[src/common/hmp_pkg.sv]
package hmp_pkg;

	// Master clock is the oscillator divided by three
	localparam int CLK_DIV = 3;
	localparam logic [1:0] DIV_LAST = 2'h2;

	// Oscillator settling, counted in CPU clock cycles
	localparam int STAB_CPU_CYCLES = 4096;

	// Wake sources: external lines plus the USB end-of-suspend
	localparam int EXT_LINES = 4;
	localparam int SRC_COUNT = 5;
	localparam logic [2:0] SRC_USB = 3'h4;

	// Stack pointer and frame sizes
	localparam int SP_W = 10;
	localparam logic [9:0] SP_RESET = 10'h03ff;
	localparam logic [9:0] IRQ_FRAME = 10'h0005;
	localparam logic [9:0] CALL_FRAME = 10'h0002;

	// Global interrupt mask after reset
	localparam logic I_MASK_RESET = 1'b1;

	typedef enum logic [1:0] {
		HMP_RUN,
		HMP_HALT,
		HMP_STAB
	} hmp_state_t;

endpackage

[src/common/hmp_stab_if.sv]
`timescale 1ns/1ps
interface hmp_stab_if;
	logic start;
	logic tick;
	logic done;
	logic busy;
	modport ctrl (output start, output tick, input done, input busy);
	modport timer (input start, input tick, output done, output busy);
endinterface

[src/hmp_stab_timer.sv]
`timescale 1ns/1ps
module hmp_stab_timer #(
	parameter int STAB_CYCLES = hmp_pkg::STAB_CPU_CYCLES
) (
	// Clock and reset
	input wire logic clk,
	input wire logic rst_n,
	// Link to the controller
	hmp_stab_if.timer s
);

	localparam int CW = $clog2(STAB_CYCLES);
	localparam logic [CW-1:0] LAST = CW'(STAB_CYCLES - 1);

	logic [CW-1:0] cnt;

	////////////////////////////////////////////////////////////////////////
	// Count CPU ticks; a new start restarts the whole delay
	always_ff @(posedge clk) begin
		if (!rst_n) begin
			cnt <= '0;
			s.busy <= 1'b0;
		end else if (s.start) begin
			cnt <= '0;
			s.busy <= 1'b1;
		end else if (s.busy && s.tick) begin
			if (cnt == LAST) begin
				s.busy <= 1'b0;
			end else begin
				cnt <= cnt + 1'b1;
			end
		end
	end

	// One-cycle end pulse after the last tick
	always_ff @(posedge clk) begin
		if (!rst_n) begin
			s.done <= 1'b0;
		end else begin
			s.done <= s.busy && s.tick && (cnt == LAST) && !s.start;
		end
	end

endmodule

[src/hmp_halt_ctrl.sv]
// Behaviour
// - Reset starts settling, then run, CPU clock osc/3
// - Halt entered only by halt instruction
// - Halt switches oscillator off, all stop
// - Halt entry clears global interrupt mask
// - Only external lines, USB, reset wake
// - Wake restarts oscillator, 4096-cycle hold
// - Then service waking interrupt or reset
// - Interrupt pushes five, call pushes two
// - Return pops context, raises stack pointer
`timescale 1ns/1ps
module hmp_halt_ctrl #(
	parameter int STAB_CYCLES = hmp_pkg::STAB_CPU_CYCLES
) (
	// Clock and reset
	input wire logic clk,
	input wire logic rst_n,

	// Wake sources
	input wire logic [hmp_pkg::EXT_LINES-1:0] external_interrupt_lines,
	input wire logic usb_end_suspend,

	// Instruction strobes from the CPU core
	input wire logic halt_exec,
	input wire logic call_exec,
	input wire logic ret_exec,
	input wire logic iret_exec,
	input wire logic sei_exec,
	input wire logic cli_exec,

	// Clocking and power state
	output logic osc_en,
	output logic cpu_tick,
	output logic halted,
	output logic settling,

	// CPU context
	output logic i_mask,
	output logic [hmp_pkg::SP_W-1:0] sp,

	// Interrupt and reset vector requests
	output logic irq_take,
	output logic [2:0] irq_src,
	output logic reset_fetch
);

	hmp_stab_if s ();

	hmp_pkg::hmp_state_t state;

	logic [hmp_pkg::EXT_LINES-1:0] sync1;
	logic [hmp_pkg::EXT_LINES-1:0] sync2;
	logic [hmp_pkg::EXT_LINES-1:0] sync3;
	logic [hmp_pkg::EXT_LINES-1:0] ext_lvl;
	logic [hmp_pkg::EXT_LINES-1:0] agree;
	logic [hmp_pkg::EXT_LINES-1:0] ext_evt;
	logic [hmp_pkg::SRC_COUNT-1:0] new_evt;
	logic [hmp_pkg::SRC_COUNT-1:0] pend;
	logic [hmp_pkg::SRC_COUNT-1:0] take_mask;
	logic [1:0] div_cnt;
	logic div_tick;
	logic boot_start;
	logic boot_wake;
	logic wake_any;
	logic take_go;
	logic in_run;
	logic [2:0] next_src;
	logic [hmp_pkg::SP_W-1:0] next_sp;

	////////////////////////////////////////////////////////////////////////
	// Helpers

	// Lowest-numbered pending source wins; USB is last
	function automatic logic [2:0] pick_src(
		input logic [hmp_pkg::SRC_COUNT-1:0] p
	);
		pick_src = 3'h0;
		for (int i = hmp_pkg::SRC_COUNT - 1; i >= 0; i--) begin
			if (p[i]) begin
				pick_src = 3'(i);
			end
		end
	endfunction

	// Move the stack pointer by a frame when the strobe is set
	function automatic logic [hmp_pkg::SP_W-1:0] sp_step(
		input logic [hmp_pkg::SP_W-1:0] v,
		input logic en,
		input logic down,
		input logic [hmp_pkg::SP_W-1:0] frame
	);
		if (!en) begin
			sp_step = v;
		end else if (down) begin
			sp_step = v - frame;
		end else begin
			sp_step = v + frame;
		end
	endfunction

	////////////////////////////////////////////////////////////////////////
	// External line synchroniser

	// Three stages; a level counts once stages two and three agree
	always_ff @(posedge clk) begin
		if (!rst_n) begin
			sync1 <= '0;
			sync2 <= '0;
			sync3 <= '0;
		end else begin
			sync1 <= external_interrupt_lines;
			sync2 <= sync1;
			sync3 <= sync2;
		end
	end

	assign agree = ~(sync2 ^ sync3);

	// Filtered level; a glitch seen by only one stage is dropped
	always_ff @(posedge clk) begin
		if (!rst_n) begin
			ext_lvl <= '0;
		end else begin
			ext_lvl <= (ext_lvl & ~agree) | (sync2 & agree);
		end
	end

	// Rising filtered level is the interrupt event
	assign ext_evt = agree & sync2 & ~ext_lvl;
	assign new_evt = {usb_end_suspend, ext_evt};

	////////////////////////////////////////////////////////////////////////
	// Master clock divider

	assign osc_en = (state != hmp_pkg::HMP_HALT);

	always_ff @(posedge clk) begin
		if (!rst_n) begin
			div_cnt <= 2'h0;
		end else if (!osc_en) begin
			div_cnt <= 2'h0;
		end else if (div_cnt == hmp_pkg::DIV_LAST) begin
			div_cnt <= 2'h0;
		end else begin
			div_cnt <= div_cnt + 2'h1;
		end
	end

	assign div_tick = osc_en && (div_cnt == hmp_pkg::DIV_LAST);
	assign in_run = (state == hmp_pkg::HMP_RUN);
	// CPU and peripherals see ticks only in run
	assign cpu_tick = div_tick && in_run;
	assign halted = (state == hmp_pkg::HMP_HALT);
	assign settling = (state == hmp_pkg::HMP_STAB);

	////////////////////////////////////////////////////////////////////////
	// Power state machine

	// Any pending or fresh wake source, regardless of the mask
	assign wake_any = |pend || |new_evt;

	assign s.start = (halted && wake_any) || boot_start;
	assign s.tick = div_tick;

	hmp_stab_timer #(
		.STAB_CYCLES(STAB_CYCLES)
	) u_stab (
		.clk(clk),
		.rst_n(rst_n),
		.s(s)
	);

	// Reset counts as a wake: it also waits out the settling time
	always_ff @(posedge clk) begin
		if (!rst_n) begin
			state <= hmp_pkg::HMP_STAB;
		end else begin
			unique case (state)
				hmp_pkg::HMP_RUN: begin
					if (halt_exec) begin
						state <= hmp_pkg::HMP_HALT;
					end
				end
				hmp_pkg::HMP_HALT: begin
					if (wake_any) begin
						state <= hmp_pkg::HMP_STAB;
					end
				end
				hmp_pkg::HMP_STAB: begin
					if (s.done) begin
						state <= hmp_pkg::HMP_RUN;
					end
				end
			endcase
		end
	end

	// Kick the timer once after reset, remember the reset cause
	always_ff @(posedge clk) begin
		if (!rst_n) begin
			boot_start <= 1'b1;
			boot_wake <= 1'b1;
		end else begin
			boot_start <= 1'b0;
			if (settling && s.done) begin
				boot_wake <= 1'b0;
			end
		end
	end

	always_ff @(posedge clk) begin
		if (!rst_n) begin
			reset_fetch <= 1'b0;
		end else begin
			reset_fetch <= settling && s.done && boot_wake;
		end
	end

	////////////////////////////////////////////////////////////////////////
	// Pending wake interrupts and delivery

	assign take_go = cpu_tick && |pend && !i_mask;
	assign next_src = pick_src(pend);
	assign take_mask = take_go ? (5'h01 << next_src) : 5'h00;

	always_ff @(posedge clk) begin
		if (!rst_n) begin
			pend <= '0;
		end else begin
			pend <= (pend & ~take_mask) | new_evt;
		end
	end

	// One-cycle request with the source number beside it
	always_ff @(posedge clk) begin
		if (!rst_n) begin
			irq_take <= 1'b0;
			irq_src <= 3'h0;
		end else begin
			irq_take <= take_go;
			if (take_go) begin
				irq_src <= next_src;
			end
		end
	end

	////////////////////////////////////////////////////////////////////////
	// Condition code mask and stack pointer

	// Strobes are honoured only while the CPU runs
	always_ff @(posedge clk) begin
		if (!rst_n) begin
			i_mask <= hmp_pkg::I_MASK_RESET;
		end else if (in_run && halt_exec) begin
			i_mask <= 1'b0;
		end else if (take_go || (in_run && sei_exec)) begin
			i_mask <= 1'b1;
		end else if (in_run && (iret_exec || cli_exec)) begin
			i_mask <= 1'b0;
		end
	end

	// All frames of one cycle combine, so no strobe is lost
	always_comb begin
		next_sp = sp;
		next_sp = sp_step(next_sp, take_go, 1'b1, hmp_pkg::IRQ_FRAME);
		next_sp = sp_step(next_sp, in_run && call_exec, 1'b1,
			hmp_pkg::CALL_FRAME);
		next_sp = sp_step(next_sp, in_run && iret_exec, 1'b0,
			hmp_pkg::IRQ_FRAME);
		next_sp = sp_step(next_sp, in_run && ret_exec, 1'b0,
			hmp_pkg::CALL_FRAME);
	end

	always_ff @(posedge clk) begin
		if (!rst_n) begin
			sp <= hmp_pkg::SP_RESET;
		end else begin
			sp <= next_sp;
		end
	end

endmodule

[config.mk]
export PLATFORM = sky130hd
export DESIGN_NAME = hmp_halt_ctrl
export DESIGN_NICKNAME = d
export VERILOG_FILES = /design/src/common/hmp_pkg.sv /design/src/common/hmp_stab_if.sv /design/src/hmp_stab_timer.sv /design/src/hmp_halt_ctrl.sv
export SDC_FILE = /design/constraint.sdc
export NUM_CORES = 1
export LEC_CHECK = 0
export BUFFER_PORTS_ARGS = -buffer_cell sky130_fd_sc_hd__buf_2
export CORE_UTILIZATION = 40
export DETAILED_ROUTE_END_ITERATION = 12
export HOLD_SLACK_MARGIN = 0.05
export PLACE_DENSITY = 0.65
export SYNTH_ARGS = -nofsm -noshare
export SYNTH_HDL_FRONTEND = slang
export SYNTH_HIERARCHICAL = 1
export SYNTH_SLANG_ARGS = --single-unit
[constraint.sdc]
create_clock -name clk -period 3.1 [get_ports clk]
set_input_delay 0 -clock clk [delete_from_list [all_inputs] [get_ports clk]]
set_output_delay 0 -clock clk [all_outputs]
set_load 0.05 [all_outputs]
==> summary.md <==
| Metric | Value |
|---|---|
| Static leakage | 1.861 nW |
| Largest fanout on the critical path | 3 |
| Total DRC errors in the routed layout | 0 |
| Clock Sink Count | 57 |
| Root Buffer Master | sky130_fd_sc_hd__clkbuf_8 |
| Cell area after synthesis | 3169 sq um |
| Internal power summed over all cells | 1.346 mW |
| Final design utilization | 0.5702 |
| Clock network fraction of design power | 0.504 |
| Failing checks | setup timing |
| Number of enable flip-flop cells after synthesis | 0 |
| Cell area power density | 390.4 nW/um^2 |
| Post-route clock skew | 0.01070 ns |
| Share of the cycle needed by the critical path after routing | 1.051 |
| Wire length of the first global-routing pass | 12430 um |
| R2r worst-path depth | 15 |
| Site Rows | 32 |
| Count of warnings emitted by yosys | 6 |
| Combinational share of power | 0.053 |
| Worst-Skew Late Latency | 0.34 ns |
| Count of unique library cells instantiated by Yosys | 73 |
| Termination of the worst setup path | sp[9] |
| Area share of xor/xnor cells in the synthesized design | 0.07935 |
| Total grt overflow | 0 |
| Count of non-filler cells in the finished layout | 551 |
| Setup repair after global routing missed its margin | yes |
| First element of the critical path | pend[3] |
| Final hold slack | 0.1019 ns |
| Height of the die | 91.01 um |
| Crit Reg-Reg Endpoint | sp[9] |
| Path category of the worst min-delay check | in2reg |
| Most instantiated library cell after synthesis | sky130_fd_sc_hd__dfxtp_1 |
| Post-Synth Adder-Cell Area | 0.05803 |
| Number of nets with antenna violations after routing | 0 |
| Share of layout cells above drive strength 1 | 0.3719 |
| Final setup violation count | 3 |
| Largest vdd supply drop | 0.0003503 V |
| Syn Area/Cell | 9.133 sq um |
| Data arrival time of the critical path | 3.48 ns |
| Post-Synth Simple-Gate Area | 0.2428 |
| Hpwl dp | 5258 um |
| Commonest register cell after synthesis | sky130_fd_sc_hd__dfxtp_1 |
| Relative slew slack | 0.6450 |
| CTS tree | done |
| Upper clock frequency limit | 307.0 MHz |
| Starting utilization of the core area | 0.4123 |
| Overall power of the completed layout | 1.711 mW |
| Pin slew with the least headroom to its limit | 0.5287 ns |
| Syn-to-layout area delta | 38.29% |
| Number of inserted diodes | 0 |
| Net Sw Frac | 0.2137 |
| Req. time, crit path | 3.32 ns |
| Number of antenna violations at the first check in global routing | 0 |
| Proportion of synthesized flip-flops having asynchronous set or reset | 0 |
| Largest family of logic cells by synthesized area | simple AND/OR/NAND/NOR gates |
| HP Start | sei_exec |
| Final count of hold timing violations | 0 |
| Switching Power | 365.6 uW |
| Max-slew violation count | 0 |
| Leading post-synthesis cells by cell area | sky130_fd_sc_hd__dfxtp_1 (36%), sky130_fd_sc_hd__ha_1 (5.1%), sky130_fd_sc_hd__xor2_1 (3.6%) |
| Worst Slack Setup Final | -0.1568 ns |
| Number of buffers inserted by port buffering | 32 |
| Dominant cell type by area after synthesis | sky130_fd_sc_hd__dfxtp_1 |
| Largest buffer count on any clock path | 2 |
| Leading cell types by count after synthesis | sky130_fd_sc_hd__dfxtp_1 (57), sky130_fd_sc_hd__nor2_1 (30), sky130_fd_sc_hd__nand2_1 (29), sky130_fd_sc_hd__a21oi_1 (17) |
| Total detailed-routing wirelength | 7912 um |
| Die Span X | 91.01 um |
| Placeable core region | 7687 sq um |
| Number of global-route vias before repair | 2715 |
| Total routing usage reported by global routing | 0.1899 |
| Critical-path top delay cell | sky130_fd_sc_hd__or4_4 |
| Synthesized-area fraction occupied by ao, oa, aoi and oai cells | 0.1879 |
| Post-CTS clock slew at the launch and capture registers of the worst setup and hold paths | 0.07 ns |
| Critical path capture point type | register |
| Number of violations reported at the end of detailed-routing iteration 0 | 100 |
| Cells traversed along the worst timing path | or4_4, o211ai_4, and2_4, nand2_2, nand2_2, ha_4, nor2_2, xnor2_1, xnor2_1, ha_2, nand3_2, a2111o_1, nor4_4, and4_1, o21ai_1 |
| Crit path largest cell delay | 0.58 ns |
| Number of instances in the placed design | 509 |
| Global placement routability congestion | 0.8444 |
| Pin count of the biggest net entering global routing | 20 |
| Area share of the leading cell type in the synthesized netlist | 0.3600 |
| Origin of the critical flop-to-flop path | pend[3] |
| DR WL/cell | 14.36 um |
| Setup slack of the worst register-to-register path | -0.16 ns |
| Synth Net Count | 373 |
| Detailed-router iteration count before antenna repair | 4 |
| Number of placed I/O pins | 33 |
| Post-route minimum period | 3.257 ns |
| Max capacitance violation total | 0 |
| Multiplexer share of the synthesized area | 0.02211 |
| Floorplan die area | 8283 sq um |
| Via count of the routed design | 2843 |
| Number of buffers created by CTS | 9 |
| Status | complete, but fails checks |
| Post-Synthesis Cells | 347 |
| Number of vias per cell after detailed routing | 5.160 |
| Relative contribution of sequential cells to total power | 0.443 |
| Worst Setup Path Type | reg2reg |
| Final net count | 470 |
| Total number of H-tree levels | 3 |
| Startpoint types | register |
| Register bit count reported by yosys | 57 |
| Sequential element share of the synthesized area | 0.3600 |
[final cells by class]
cell class	count	area, sq um
Clock inverter	5	102.6
Sequential cell	57	1149
Multi-Input combinational cell	261	2085
Timing Repair Buffer	99	718.2
Clock buffer	11	141.4
Inverter	16	60.06
Fill cell	712	3304
Tap cell	102	127.6
[flip-flops by register name (all words and copies together), names as in the netlist, 2 cells and up, named ones only]
signal and flops:
u_stab/cnt 12, sync3 4, sync2 4, div_cnt 2
sync1 4, irq_src 3, sp 10, pend 5
state 2
[placed cells by master, fill, tap and decap left out, drive strengths merged, types with 3 or more instances in the layout]
cell type / Yosys / routed
and3: 6 / 6
and4: 3 / 3
nand3: 7 / 7
a211oi: 5 / 5
dfxtp: 57 / 57
o211ai: 4 / 4
or3: 5 / 5
a22oi: 4 / 4
ha: 13 / 13
nor2: 30 / 30
nor4: 7 / 7
xnor2: 14 / 14
nand2: 29 / 29
mux2i: 7 / 7
nor3: 10 / 10
a21o: 5 / 5
and2: 15 / 15
o21ai: 13 / 13
dlygate4sd3: 0 / 10
inv: 15 / 15
clkbuf: 9 / 11
a21oi: 18 / 18
xor2: 13 / 13
nand4: 5 / 5
buf: 4 / 89
nand2b: 7 / 7
a31oi: 5 / 5
bufinv: 0 / 3
[worst max-delay path, delay by kind of cell, from the launching register on]
kind	cells	cell delay (ns)
adder cells (fa/ha/maj)	2	0.33
flip-flops	1	0.32
AO/OA/AOI/OAI	3	0.70
AND/OR/NAND/NOR	8	1.45
XOR/XNOR	2	0.35
[layer usage]
layer / global-route usage / vias up / wire length [um]
li1: - / 1432 / -
met1: 0.2290 / 1352 / 3656
met2: 0.3264 / 47 / 3901
met3: 0.04355 / 12 / 216
met4: 0.07407 / 0 / 138
met5: 0 / - / 0
[per-stage QoR]
stage	TNS [ns]	worst slack [ns]	instance area (sq um)
global placement	-0.1582	-0.1146	3722
detailed placement	-0.3974	-0.2004	3722
global route	-0.8011	-0.2624	4383
finish	-0.3850	-0.1568	4383
CTS	-0.3793	-0.1185	4151
floorplan	-0.3240	-0.1756	3224
[kinds of logic after synthesis]
family / count (synthesis)
AO/OA/AOI/OAI: 76
buffers and inverters: 29
multiplexers: 7
AND/OR/NAND/NOR: 136
adder cells (fa/ha/maj): 15
XOR/XNOR: 27
flip-flops: 57
[worst min path at each step]
| stage | cells after the start | slack [ns] | end |
|---|---|---|---|
| after global routing | 4 | 0.12 | i_mask |
| after detailed placement | 2 | 0.21 | sync1[2] |
| after floorplan | 1 | 0.07 | i_mask |
| final | 4 | 0.10 | i_mask |
| after CTS | 4 | 0.1 | i_mask |
| after global placement | 2 | 0.21 | sync1[2] |
[power groups by stage]
stage,combinational [mW],sequential (mW),clock [mW]
2_1_floorplan,0.0512,0.771,0
3_3_place_gp,0.0736,0.773,0
3_5_place_dp,0.0758,0.774,0
4_1_cts,0.0871,0.757,0.883
5_1_grt,0.101,0.759,0.919
6_report,0.0914,0.757,0.862
[repair_timing]
action | 4_1_cts | 5_1_grt
pin swaps | 11 | 22
hold endpoints to repair | 13 | 0
hold buffers | 10 | 0
gates resized for setup | 4 | 34
setup buffers | 10 | 9
setup endpoints to repair | 4 | 6
Note: power is estimated with default switching activity, not from simulation.
